`src/verilog/clkgen_pkg.sv`:
```
/*
 holds register offsets, field positions, reset values and timing counts
 of the slow and main clock generator control block.
 assumes an apb master with 32-bit data and a single 20 MHz clock.
*/
// Operation
// - at supply up both slow oscillators powered, only rc enabled and selected
// - slow source status shown in supply status and power status registers
// - crystal select runs pins, crystal enable, rc disable sequence glitch-free
// - once crystal selected software cannot go back to slow rc
// - slow crystal pins are pulled-up inputs until crystal selected
// - after reset main rc enabled at 4 MHz and selected as main clock
// - rc enable bit switches rc; clearing it clears rc stable flag
// - freq change clears rc stable, stops main clock until settled
// - rc stable flag raises interrupt when enabled
// - trim writes return to production values after every reset
// - per-frequency select bit applies user trim instead of production trim
// - user trim never applies to the currently running rc frequency; here it is taken at the next freq change or rc enable
// - measure restart starts measurement; ready then count readable
// - after reset main crystal disabled and not main source
// - clearing crystal enable clears crystal stable flag
// - crystal enable with startup loads 8-bit counter on slow clock div 8
// - counter at zero sets crystal stable; unmasked it interrupts
// - source select switches glitch-free; done flag interrupts when unmasked
// - main rc forced as main source at start and on wait entry
package clkgen_pkg;

  ////////////////////////////////////////////////////////////////////////////
  // register byte offsets
  localparam logic [7:0] SUPPLY_CONTROL_OFS = 8'h00;
  localparam logic [7:0] SUPPLY_MODE_OFS    = 8'h04;
  localparam logic [7:0] SUPPLY_STATUS_OFS  = 8'h08;
  localparam logic [7:0] MAIN_OSC_OFS       = 8'h0C;
  localparam logic [7:0] MAIN_FREQ_OFS      = 8'h10;
  localparam logic [7:0] POWER_STATUS_OFS   = 8'h14;
  localparam logic [7:0] IRQ_ENABLE_OFS     = 8'h18;
  localparam logic [7:0] IRQ_DISABLE_OFS    = 8'h1C;
  localparam logic [7:0] IRQ_MASK_OFS       = 8'h20;
  localparam logic [7:0] RC_TRIM_OFS        = 8'h24;

  ////////////////////////////////////////////////////////////////////////////
  // field positions
  localparam int XTAL_SEL_BIT   = 3;
  localparam int BYPASS_BIT     = 20;
  localparam int SLOW_SRC_BIT   = 7;
  localparam int XT_EN_BIT      = 0;
  localparam int RC_EN_BIT      = 3;
  localparam int RC_FREQ_LSB    = 4;
  localparam int XT_ST_LSB      = 8;
  localparam int SRC_SEL_BIT    = 24;
  localparam int XT_STABLE_BIT  = 0;
  localparam int SRC_DONE_BIT   = 16;
  localparam int RC_STABLE_BIT  = 17;
  localparam int MEAS_RDY_BIT   = 16;
  localparam int MEAS_RST_BIT   = 20;
  localparam int TRIM_W         = 7;
  localparam int TRIM_MID_LSB   = 8;
  localparam int TRIM_HIGH_LSB  = 16;
  localparam int TRIM_SEL_LOW   = 7;
  localparam int TRIM_SEL_MID   = 15;
  localparam int TRIM_SEL_HIGH  = 23;

  ////////////////////////////////////////////////////////////////////////////
  // encodings, reset values, timing
  localparam logic [1:0] RC_FREQ_4  = 2'h0;
  localparam logic [1:0] RC_FREQ_8  = 2'h1;
  localparam logic [1:0] RC_FREQ_12 = 2'h2;
  localparam logic [1:0] RC_FREQ_RST = RC_FREQ_4;
  localparam logic [6:0] PROD_TRIM_LOW  = 7'h40;
  localparam logic [6:0] PROD_TRIM_MID  = 7'h40;
  localparam logic [6:0] PROD_TRIM_HIGH = 7'h40;
  localparam logic [2:0] SLOW_DIV_LAST  = 3'h7;
  localparam logic [3:0] MEAS_PERIODS   = 4'hF;
  localparam logic [7:0] RC_SETTLE_CYC  = 8'h04;
  localparam logic [1:0] SW_STEPS       = 2'h3;

  typedef struct packed {
    logic       xt_en;
    logic       rc_en;
    logic [1:0] rc_freq;
    logic [7:0] xt_startup;
    logic       src_sel;
  } main_osc_s;

  typedef enum logic [3:0] {
    SW_IDLE = 4'h1,
    SW_PINS = 4'h2,
    SW_XTAL = 4'h4,
    SW_DONE = 4'h8
  } slow_sw_e;

endpackage

```
`src/verilog/clkgen_count.sv`:
```
/*
 down counter with load and zero flag, used for settling periods.
 assumes the load and tick come from the same clock domain.
*/
module clkgen_count #(
  parameter int W = 8
) (
  // clock and reset
  input  wire logic         clk,
  input  wire logic         rst_n,
  // control
  input  wire logic         load,
  input  wire logic [W-1:0] value,
  input  wire logic         tick,
  // status
  output logic              zero,
  output logic              busy
);
  logic [W-1:0] count;

  always_ff @(posedge clk or negedge rst_n) begin
    if (!rst_n) begin
      count <= '0;
      busy  <= 1'b0;
    end else if (load) begin
      count <= value;
      busy  <= 1'b1;
    end else if (busy && tick) begin
      if (count == '0) begin
        busy <= 1'b0;
      end else begin
        count <= count - 1'b1;
      end
    end
  end

  assign zero = busy && tick && (count == '0);
endmodule

```
`src/verilog/clkgen_ctrl.sv`:
```
/*
 control logic of the slow and main clock generator with apb registers.
 assumes apb signals synchronous to REF_CLK, slow clock ticks given as a
 synchronous pulse, main clock edges given as a synchronous pulse.
*/
module clkgen_ctrl (
  // clock and reset
  input  wire logic        REF_CLK,
  input  wire logic        RST_N,
  // apb slave
  input  wire logic        PSEL,
  input  wire logic        PENABLE,
  input  wire logic        PWRITE,
  input  wire logic [7:0]  PADDR,
  input  wire logic [31:0] PWDATA,
  output logic [31:0]      PRDATA,
  output logic             PREADY,
  output logic             PSLVERR,
  // system events
  input  wire logic        SLOW_TICK,
  input  wire logic        MAIN_TICK,
  input  wire logic        WAIT_ENTRY,
  // slow oscillator control
  output logic             SLOW_RC_ENABLE,
  output logic             SLOW_XTAL_ENABLE,
  output logic             SLOW_XTAL_POWER,
  output logic             SLOW_OSC_BYPASS,
  output logic             SLOW_PINS_TO_OSC,
  output logic             SLOW_SOURCE_XTAL,
  // main oscillator control and interrupt
  output logic             MAIN_RC_ENABLE,
  output logic [1:0]       MAIN_RC_FREQ_SEL,
  output logic [6:0]       MAIN_RC_TRIM,
  output logic             MAIN_XTAL_ENABLE,
  output logic             MAIN_PINS_TO_OSC,
  output logic             MAIN_SOURCE_XTAL,
  output logic             MAIN_CLOCK_GATE,
  output logic             IRQ
);
  ////////////////////////////////////////////////////////////////////////////
  // bus decode
  wire wr = PSEL && PENABLE && PWRITE;
  wire rd = PSEL && PENABLE && !PWRITE;
  wire wr_sc  = wr && (PADDR == clkgen_pkg::SUPPLY_CONTROL_OFS);
  wire wr_sm  = wr && (PADDR == clkgen_pkg::SUPPLY_MODE_OFS);
  wire wr_mo  = wr && (PADDR == clkgen_pkg::MAIN_OSC_OFS);
  wire wr_mf  = wr && (PADDR == clkgen_pkg::MAIN_FREQ_OFS);
  wire wr_ie  = wr && (PADDR == clkgen_pkg::IRQ_ENABLE_OFS);
  wire wr_id  = wr && (PADDR == clkgen_pkg::IRQ_DISABLE_OFS);
  wire wr_tr  = wr && (PADDR == clkgen_pkg::RC_TRIM_OFS);
  wire rd_mf  = rd && (PADDR == clkgen_pkg::MAIN_FREQ_OFS);
  wire mapped = (PADDR[1:0] == 2'h0) && (PADDR <= clkgen_pkg::RC_TRIM_OFS);

  clkgen_pkg::main_osc_s mo;
  clkgen_pkg::main_osc_s wmo;
  assign wmo.xt_en      = PWDATA[clkgen_pkg::XT_EN_BIT];
  assign wmo.rc_en      = PWDATA[clkgen_pkg::RC_EN_BIT];
  assign wmo.rc_freq    = PWDATA[clkgen_pkg::RC_FREQ_LSB +: 2];
  assign wmo.xt_startup = PWDATA[clkgen_pkg::XT_ST_LSB +: 8];
  assign wmo.src_sel    = PWDATA[clkgen_pkg::SRC_SEL_BIT];

  ////////////////////////////////////////////////////////////////////////////
  // slow clock source sequence
  clkgen_pkg::slow_sw_e slow_state;
  clkgen_pkg::slow_sw_e next_slow_state;
  logic bypass;
  wire  xtal_req = wr_sc && PWDATA[clkgen_pkg::XTAL_SEL_BIT];

  always_comb begin
    case (slow_state)
      clkgen_pkg::SW_IDLE: next_slow_state = xtal_req ?
                             clkgen_pkg::SW_PINS : clkgen_pkg::SW_IDLE;
      clkgen_pkg::SW_PINS: next_slow_state = clkgen_pkg::SW_XTAL;
      clkgen_pkg::SW_XTAL: next_slow_state = SLOW_TICK ?
                             clkgen_pkg::SW_DONE : clkgen_pkg::SW_XTAL;
      clkgen_pkg::SW_DONE: next_slow_state = clkgen_pkg::SW_DONE;
      default:             next_slow_state = clkgen_pkg::SW_IDLE;
    endcase
  end

  always_ff @(posedge REF_CLK or negedge RST_N) begin
    if (!RST_N) begin
      slow_state <= clkgen_pkg::SW_IDLE;
      bypass     <= 1'b0;
    end else begin
      slow_state <= next_slow_state;
      if (wr_sm) begin
        bypass <= PWDATA[clkgen_pkg::BYPASS_BIT];
      end
    end
  end

  wire slow_xtal = (slow_state == clkgen_pkg::SW_DONE);
  assign SLOW_XTAL_POWER  = 1'b1;
  assign SLOW_PINS_TO_OSC = (slow_state != clkgen_pkg::SW_IDLE);
  assign SLOW_XTAL_ENABLE = SLOW_PINS_TO_OSC &&
                            (slow_state != clkgen_pkg::SW_PINS);
  assign SLOW_RC_ENABLE   = !slow_xtal;
  assign SLOW_SOURCE_XTAL = slow_xtal;
  assign SLOW_OSC_BYPASS  = bypass;

  ////////////////////////////////////////////////////////////////////////////
  // main oscillator register
  logic [2:0] slow_div;
  wire        div_tick = SLOW_TICK && (slow_div == clkgen_pkg::SLOW_DIV_LAST);
  wire        rc_freq_chg = wr_mo && mo.rc_en && wmo.rc_en &&
                            (wmo.rc_freq != mo.rc_freq);
  wire        rc_on_chg   = wr_mo && (wmo.rc_en != mo.rc_en);
  wire        xt_start    = wr_mo && wmo.xt_en && !mo.xt_en;
  wire        src_chg     = (wr_mo && (wmo.src_sel != mo.src_sel)) ||
                            (WAIT_ENTRY && mo.src_sel);
  wire        rc_zero;
  wire        rc_busy;
  wire        xt_zero;
  wire        xt_busy;
  logic       rc_stable;
  logic       xt_stable;
  logic       src_done;
  logic [1:0] sw_cnt;

  always_ff @(posedge REF_CLK or negedge RST_N) begin
    if (!RST_N) begin
      mo.xt_en      <= 1'b0;
      mo.rc_en      <= 1'b1;
      mo.rc_freq    <= clkgen_pkg::RC_FREQ_RST;
      mo.xt_startup <= 8'h00;
      mo.src_sel    <= 1'b0;
      slow_div      <= 3'h0;
    end else begin
      if (SLOW_TICK) begin
        slow_div <= slow_div + 3'h1;
      end
      if (WAIT_ENTRY) begin
        mo.src_sel <= 1'b0;
      end else if (wr_mo) begin
        mo.src_sel <= wmo.src_sel;
      end
      if (wr_mo) begin
        mo.xt_en      <= wmo.xt_en;
        mo.rc_en      <= wmo.rc_en;
        mo.xt_startup <= wmo.xt_startup;
        if (!rc_on_chg) begin
          mo.rc_freq <= wmo.rc_freq;
        end
      end
    end
  end

  clkgen_count #(.W(8)) u_rc_settle (
    .clk   (REF_CLK),
    .rst_n (RST_N),
    .load  (rc_freq_chg || (rc_on_chg && wmo.rc_en)),
    .value (clkgen_pkg::RC_SETTLE_CYC),
    .tick  (1'b1),
    .zero  (rc_zero),
    .busy  (rc_busy)
  );

  clkgen_count #(.W(8)) u_xt_start (
    .clk   (REF_CLK),
    .rst_n (RST_N),
    .load  (xt_start),
    .value (wmo.xt_startup),
    .tick  (div_tick),
    .zero  (xt_zero),
    .busy  (xt_busy)
  );

  ////////////////////////////////////////////////////////////////////////////
  // status flags, a restart or disable outranks a settle ending with it
  always_ff @(posedge REF_CLK or negedge RST_N) begin
    if (!RST_N) begin
      rc_stable <= 1'b1;
      xt_stable <= 1'b0;
      src_done  <= 1'b1;
      sw_cnt    <= 2'h0;
    end else begin
      if (rc_freq_chg || rc_on_chg) begin
        rc_stable <= 1'b0;
      end else if (rc_zero) begin
        rc_stable <= mo.rc_en;
      end
      if (xt_start || (wr_mo && !wmo.xt_en)) begin
        xt_stable <= 1'b0;
      end else if (xt_zero && mo.xt_en) begin
        xt_stable <= 1'b1;
      end
      if (src_chg) begin
        src_done <= 1'b0;
        sw_cnt   <= clkgen_pkg::SW_STEPS;
      end else if (!src_done && MAIN_TICK) begin
        if (sw_cnt == 2'h0) begin
          src_done <= 1'b1;
        end else begin
          sw_cnt <= sw_cnt - 2'h1;
        end
      end
    end
  end

  assign MAIN_RC_ENABLE   = mo.rc_en;
  assign MAIN_RC_FREQ_SEL = mo.rc_freq;
  assign MAIN_XTAL_ENABLE = mo.xt_en;
  assign MAIN_PINS_TO_OSC = mo.xt_en;
  assign MAIN_SOURCE_XTAL = mo.src_sel && src_done;
  assign MAIN_CLOCK_GATE  = mo.src_sel ? xt_stable : (rc_stable && !rc_busy);

  ////////////////////////////////////////////////////////////////////////////
  // interrupt mask
  logic [31:0] imask;
  wire  [31:0] status;
  assign status = ({31'h0, xt_stable} << clkgen_pkg::XT_STABLE_BIT) |
                  ({31'h0, src_done} << clkgen_pkg::SRC_DONE_BIT) |
                  ({31'h0, rc_stable} << clkgen_pkg::RC_STABLE_BIT) |
                  ({31'h0, slow_xtal} << clkgen_pkg::SLOW_SRC_BIT);

  always_ff @(posedge REF_CLK or negedge RST_N) begin
    if (!RST_N) begin
      imask <= 32'h0;
    end else if (wr_ie) begin
      imask <= imask | PWDATA;
    end else if (wr_id) begin
      imask <= imask & ~PWDATA;
    end
  end

  assign IRQ = |(status & imask & 32'h0003_0001);

  ////////////////////////////////////////////////////////////////////////////
  // trim register, reset restores production values
  logic [6:0] trim_low;
  logic [6:0] trim_mid;
  logic [6:0] trim_high;
  logic [2:0] trim_sel;

  always_ff @(posedge REF_CLK or negedge RST_N) begin
    if (!RST_N) begin
      trim_low  <= clkgen_pkg::PROD_TRIM_LOW;
      trim_mid  <= clkgen_pkg::PROD_TRIM_MID;
      trim_high <= clkgen_pkg::PROD_TRIM_HIGH;
      trim_sel  <= 3'h0;
    end else if (wr_tr) begin
      trim_low  <= PWDATA[0 +: clkgen_pkg::TRIM_W];
      trim_mid  <= PWDATA[clkgen_pkg::TRIM_MID_LSB +: clkgen_pkg::TRIM_W];
      trim_high <= PWDATA[clkgen_pkg::TRIM_HIGH_LSB +: clkgen_pkg::TRIM_W];
      trim_sel  <= {PWDATA[clkgen_pkg::TRIM_SEL_HIGH],
                    PWDATA[clkgen_pkg::TRIM_SEL_MID],
                    PWDATA[clkgen_pkg::TRIM_SEL_LOW]};
    end
  end

  // trim latched for the running setting, refreshed only while settling after a freq change or rc enable
  logic [6:0] trim_run;
  wire  [6:0] trim_pick =
    (mo.rc_freq == clkgen_pkg::RC_FREQ_8) ?
      (trim_sel[1] ? trim_mid : clkgen_pkg::PROD_TRIM_MID) :
    (mo.rc_freq == clkgen_pkg::RC_FREQ_12) ?
      (trim_sel[2] ? trim_high : clkgen_pkg::PROD_TRIM_HIGH) :
      (trim_sel[0] ? trim_low : clkgen_pkg::PROD_TRIM_LOW);

  always_ff @(posedge REF_CLK or negedge RST_N) begin
    if (!RST_N) begin
      trim_run <= clkgen_pkg::PROD_TRIM_LOW;
    end else if (rc_busy) begin
      trim_run <= trim_pick;
    end
  end
  assign MAIN_RC_TRIM = trim_run;

  ////////////////////////////////////////////////////////////////////////////
  // frequency measurement
  logic        meas_run;
  logic        meas_rdy;
  logic [15:0] meas_cnt;
  logic [3:0]  meas_per;
  wire meas_start = (wr_mf && PWDATA[clkgen_pkg::MEAS_RST_BIT]) || src_chg ||
                    rc_zero || (xt_zero && mo.xt_en);

  always_ff @(posedge REF_CLK or negedge RST_N) begin
    if (!RST_N) begin
      meas_run <= 1'b0;
      meas_rdy <= 1'b0;
      meas_cnt <= 16'h0;
      meas_per <= 4'h0;
    end else if (meas_start) begin
      meas_run <= 1'b1;
      meas_rdy <= 1'b0;
      meas_cnt <= 16'h0;
      meas_per <= 4'h0;
    end else if (meas_run) begin
      if (MAIN_TICK) begin
        meas_cnt <= meas_cnt + 16'h1;
      end
      if (SLOW_TICK) begin
        meas_per <= meas_per + 4'h1;
        if (meas_per == clkgen_pkg::MEAS_PERIODS) begin
          meas_run <= 1'b0;
          meas_rdy <= 1'b1;
        end
      end
    end
  end

  ////////////////////////////////////////////////////////////////////////////
  // read mux
  logic [31:0] rdata;
  always_comb begin
    case (PADDR)
      clkgen_pkg::SUPPLY_MODE_OFS:
        rdata = {11'h0, bypass, 20'h0};
      clkgen_pkg::SUPPLY_STATUS_OFS:
        rdata = {24'h0, slow_xtal, 7'h0};
      clkgen_pkg::MAIN_OSC_OFS:
        rdata = {7'h0, mo.src_sel, 8'h0, mo.xt_startup, 2'h0, mo.rc_freq,
                 mo.rc_en, 2'h0, mo.xt_en};
      clkgen_pkg::MAIN_FREQ_OFS:
        rdata = {15'h0, meas_rdy, meas_cnt};
      clkgen_pkg::POWER_STATUS_OFS: rdata = status;
      clkgen_pkg::IRQ_MASK_OFS:     rdata = imask;
      clkgen_pkg::RC_TRIM_OFS:
        rdata = {8'h0, trim_sel[2], trim_high, trim_sel[1], trim_mid,
                 trim_sel[0], trim_low};
      default:                      rdata = 32'h0;
    endcase
  end

  always_ff @(posedge REF_CLK or negedge RST_N) begin
    if (!RST_N) begin
      PRDATA <= 32'h0;
    end else if (PSEL && !PENABLE && !PWRITE) begin
      PRDATA <= rdata;
    end
  end

  assign PREADY  = 1'b1;
  assign PSLVERR = PSEL && PENABLE && !mapped;

  ////////////////////////////////////////////////////////////////////////////
  // checks
  property p_slow_lock;
    @(posedge REF_CLK) disable iff (!RST_N)
    slow_xtal |=> slow_xtal;
  endproperty
  a_slow_lock: assert property (p_slow_lock)
    else $error("slow source returned to rc");

  property p_pins;
    @(posedge REF_CLK) disable iff (!RST_N)
    (slow_state == clkgen_pkg::SW_IDLE) && xtal_req |=> SLOW_PINS_TO_OSC
      && !SLOW_XTAL_ENABLE ##1 SLOW_XTAL_ENABLE && SLOW_RC_ENABLE;
  endproperty
  a_pins: assert property (p_pins)
    else $error("slow switch order wrong");

  property p_rc_off;
    @(posedge REF_CLK) disable iff (!RST_N)
    wr_mo && !wmo.rc_en && mo.rc_en |=> !rc_stable;
  endproperty
  a_rc_off: assert property (p_rc_off)
    else $error("rc stable kept after disable");

  property p_freq;
    @(posedge REF_CLK) disable iff (!RST_N)
    rc_freq_chg |=> !rc_stable && (mo.src_sel || !MAIN_CLOCK_GATE);
  endproperty
  a_freq: assert property (p_freq)
    else $error("freq change did not stop clock");

  property p_xt_off;
    @(posedge REF_CLK) disable iff (!RST_N)
    wr_mo && !wmo.xt_en |=> !xt_stable;
  endproperty
  a_xt_off: assert property (p_xt_off)
    else $error("xtal stable kept after disable");

  property p_xt_done;
    @(posedge REF_CLK) disable iff (!RST_N)
    xt_zero && mo.xt_en && !wr_mo && !wr_id &&
      imask[clkgen_pkg::XT_STABLE_BIT] |=> IRQ;
  endproperty
  a_xt_done: assert property (p_xt_done)
    else $error("xtal stable irq missing");

  property p_src;
    @(posedge REF_CLK) disable iff (!RST_N)
    src_chg |=> !src_done;
  endproperty
  a_src: assert property (p_src)
    else $error("source done not cleared");

  property p_wait;
    @(posedge REF_CLK) disable iff (!RST_N)
    WAIT_ENTRY |=> !mo.src_sel;
  endproperty
  a_wait: assert property (p_wait)
    else $error("wait entry left xtal selected");

  property p_meas;
    @(posedge REF_CLK) disable iff (!RST_N)
    meas_start |=> meas_run && !meas_rdy;
  endproperty
  a_meas: assert property (p_meas)
    else $error("measurement not restarted");

  property p_rd;
    @(posedge REF_CLK) disable iff (!RST_N)
    rd_mf |-> PRDATA[clkgen_pkg::MEAS_RDY_BIT] == $past(meas_rdy);
  endproperty
  a_rd: assert property (p_rd)
    else $error("ready read mismatch");
endmodule

```
`config.mk`:
```
export PLATFORM = sky130hd
export DESIGN_NAME = clkgen_ctrl
export DESIGN_NICKNAME = d
export VERILOG_FILES = /design/src/verilog/clkgen_pkg.sv /design/src/verilog/clkgen_count.sv /design/src/verilog/clkgen_ctrl.sv
export SDC_FILE = /design/constraint.sdc
export NUM_CORES = 1
export LEC_CHECK = 0
export BUFFER_PORTS_ARGS = -buffer_cell sky130_fd_sc_hd__buf_2
export CAP_MARGIN = 20
export CORE_MARGIN = 1.5
export CORE_UTILIZATION = 38
export CTS_BUF_LIST = sky130_fd_sc_hd__clkbuf_2
export DETAILED_ROUTE_END_ITERATION = 7
export MAX_ROUTING_LAYER = met4
export PLACE_DENSITY_LB_ADDON = 0.12
export SLEW_MARGIN = 10
export SYNTH_ARGS = -nofsm -noshare
export SYNTH_HDL_FRONTEND = slang
export SYNTH_SLANG_ARGS = --single-unit
```
`constraint.sdc`:
```
create_clock -name REF_CLK -period 2.6 [get_ports REF_CLK]
set_input_delay 0.78 -clock REF_CLK [delete_from_list [all_inputs] [get_ports REF_CLK]]
set_output_delay 0.78 -clock REF_CLK [all_outputs]
set_load 0.03 [all_outputs]
```
==> metrics.md <==
| Metric | Value |
|---|---|
| DP Area | `0.00876 mm^2` |
| Max Freq | `0.374 GHz` |
| Main synth FF type | `dfrtp_1` |
| Leak pwr | `4.33 nW` |
| Max-cap viol count | `0` |
| Hold Vio Cnt, Final | `0` |
| Share of power burned in registers | `58.6%` |
| Commonest non-fill, non-tap cell in the layout | `nand2_1` |
| Vias in the first global route | `5969` |
| Clock buffer depth | `2` |
| Initial Utilization | `38.9%` |
| Sequential cell area fraction in the yosys report | `51.2%` |
| GR Layer Usage met3 | `4.07%` |
| Later-pin clock latency in the skew report | `0.76 ns` |
| Area Growth Syn to Fin | `16.1%` |
| H-tree depth | `4` |
| PwrDens | `544 mW/mm^2` |
| Initial antenna violation count | `1` |
| Sw frac | `33.1%` |
| Chip Width | `147 um` |
| Final instance area | `0.00917 mm^2` |
| Placeable core area | `0.0203 mm^2` |
| Final Slew Violations | `0` |
| Worst vdd ir | `0.441 mV` |
| Combinational share of power | `14.2%` |
| Met1 usage | `29.6%` |
| Hold WC Path Type | `input pin to flip-flop` |
| Grt total ovfl | `0` |
| Die height | `147 um` |
| Unrepaired setup endpoints after global routing | `true` |
| Synthesized area per cell | `9.74 um^2` |
| Cell total after placement | `1163` |
| Post-synth EDFFs | `0` |
| DRT iter0 DRCs | `271` |
| Setup violators final | `1` |
| Worst EP required | `1.82 ns` |
| Clock skew | `0.0333 ns` |
| Layout cells sized above 1 | `24.8%` |
| Switching pwr | `0.00165 W` |
| Most frequent cells in the layout | `nand2_1, dfrtp_1, buf_2` |
| Final Non-Filler Cells | `1209` |
| Failing checks | `negative setup slack` |
| Number of port buffers | `100` |
| Gpl congestion | `0.857` |
| First-pass GRT wire length | `34000 um` |
| Layer with the highest usage | `met2` |
| HPWL Detailed | `15200 um` |
| Critical path class | `flip-flop to output pin` |
| Final WL | `21300 um` |
| # nets final | `982` |
| Clock power frac | `27.3%` |
| Synthesized cell area | `0.00789 mm^2` |
| CP Launch Type | `flip-flop` |
| Drt drc | `0` |
| Final critical-path required period | `2.68 ns` |
| GR Util All Layers | `21.0%` |
| Setup_tns | `-0.0751 ns` |
| Fill cell count | `2098` |
| Largest net degree at the start of global routing | `47` |
| Via Count | `6220` |
| Worst-Margin Slew | `0.610 ns` |
| Crit path cell chain | `a222oi_1 > inv_1 > buf_6` |
| Slowest stage delay, CP | `0.48 ns` |
| Fin util | `45.1%` |
| Clock transition at path regs | `0.29 ns` |
| I/O Pins | `103` |
| Final ANT Viol Nets | `0` |
| CTS tree | `yes` |
| P_int | `0.00334 W` |
| Crit-path max FO | `2` |
| Clk sink count | `161` |
| Clock buffer count from CTS | `17` |
| Die area | `0.0216 mm^2` |
| Met2 GRT Util | `32.2%` |
| Clock root cell | `clkbuf_2` |
| Final Worst Setup Slack | `-0.0751 ns` |
| Setup WS pre-CTS | `0.157 ns` |
| Final period util | `103%` |
| Cells after synthesis | `810` |
| Crit path max-delay cell type | `dfrtp_1` |
| DR pass1 iterations | `7` |
| Register area | `0.00404 mm^2` |
| WP data arrival | `1.90 ns` |
| Average vias per placed instance | `5.14` |
| Site row count | `52` |
| CP endpoint kind | `output pin` |
| Drt wl/cell | `17.6 um` |
| Async SR Flop Fraction | `100%` |
| Yosys warning total | `0` |
| Multi-input logic area | `0.00355 mm^2` |
| Slew headroom | `58.9%` |
| Yosys reg bits | `161` |
| Status | `finished with violations` |
| Distinct cell type count after synthesis | `62` |
-- power groups by stage --
stage          Sequential, W  Clock [W]  Combinational [W]
2_1_floorplan        0.00289          0           0.000494
3_3_place_gp         0.00296          0           0.000698
3_5_place_dp         0.00296          0           0.000712
4_1_cts              0.00292    0.00141           0.000718
5_1_grt              0.00296    0.00153           0.000819
6_report             0.00292    0.00136           0.000705
-- path summary, 6_finish.rpt --
kind	startpoint	end	slack, ns	depth (start not counted)
worst min-delay path	WAIT_ENTRY	mo[0]$_DFFE_PN0P_	0.14	2
max in group asynchronous	RST_N	src_done$_DFFE_PN1P_	1.45	3
worst min register to register	slow_div[0]$_DFFE_PN0P_	slow_div[0]$_DFFE_PN0P_	0.49	1
worst max register to register	u_rc_settle.count[4]$_DFFE_PN0P_	meas_cnt[10]$_DFFE_PN0P_	0.48	5
min in group asynchronous	RST_N	PRDATA[28]$_DFFE_PN0P_	0.45	2
worst max-delay path	flip-flop	IRQ	-0.08	3
-- final cells by class --
class,count,area share [%]
multi-input cells,583,38.8
repair buffers,144,10.1
diodes,1,0.0273
flip-flops and latches,161,44.1
inverters,18,0.737
well taps,270,3.69
clock inverters,15,1.57
clock buffers,17,0.928
-- per-layer routing --
layer | vias to the layer above | wire length [um]
li1 | 3061 | -
met3 | 9 | 732
met1 | 3030 | 10400
met2 | 120 | 9940
met5 | - | 0
met4 | 0 | 130
-- synthesized netlist by cell type (3+ instances only) --
master | n | area share (%)
nand3b_1 | 5 | 0.48
o211ai_1 | 8 | 0.76
buf_2 | 8 | 0.51
xor2_1 | 27 | 3.0
nor2b_1 | 5 | 0.40
dfrtp_1 | 153 | 49
o21ai_1 | 15 | 0.95
dfstp_2 | 8 | 2.7
nand3_1 | 26 | 1.6
nor2_1 | 71 | 3.4
nand2_1 | 162 | 7.7
xnor2_1 | 8 | 0.89
nor4_1 | 4 | 0.32
mux2_4 | 20 | 3.8
and3_1 | 10 | 0.79
and4_1 | 4 | 0.44
mux2_2 | 11 | 1.6
clkbuf_1 | 25 | 1.2
a22o_1 | 10 | 1.1
nor3_1 | 7 | 0.44
inv_1 | 18 | 0.86
a211oi_1 | 4 | 0.38
nand2b_1 | 3 | 0.24
o21ai_0 | 57 | 3.6
a221oi_1 | 13 | 1.4
a21oi_1 | 28 | 1.8
a22oi_1 | 24 | 2.3
buf_6 | 5 | 0.71
ha_1 | 9 | 1.4
nand4_1 | 11 | 0.87
buf_4 | 9 | 0.86
nor3b_1 | 3 | 0.29
-- stage by stage --
step | total power, W | hold slack (ns)
2_1_floorplan | 0.00338 | 0.439
3_3_place_gp | 0.00366 | 0.452
3_5_place_dp | 0.00367 | 0.460
4_1_cts | 0.00505 | 0.100
5_1_grt | 0.00531 | 0.0716
6_report | 0.00498 | 0.141
-- cell families (layout without fill, tap and decap cells) --
| logic type | count (synthesis) | after routing | synth area share [%] |
|---|---|---|---|
| buffers and inverters | 67 | 194 | 4.22 |
| DFF | 161 | 161 | 51.2 |
| other | 1 | 3 | 0.0475 |
| xor gates and xnor gates | 35 | 35 | 3.88 |
| AOI/OAI and AO/OA | 175 | 175 | 14.0 |
| and+or+nand+nor | 329 | 329 | 19.6 |
| muxes | 33 | 33 | 5.63 |
| adders and majority gates | 9 | 9 | 1.43 |
-- critical path, delay by kind of cell, from the launching register on --
kind	cells	cell delay, ns
compound gates	1	0.40
buf+inv	2	0.25
flops	1	0.48
-- what timing repair did --
action,CTS,global route
gates resized for setup,15,10
hold buffers,1,0
buffers inserted,11,1
endpoints found under the setup margin,6,7
hold endpoints to repair,38,0
pin swaps,3,5
Power figures use the tool's default switching activity.
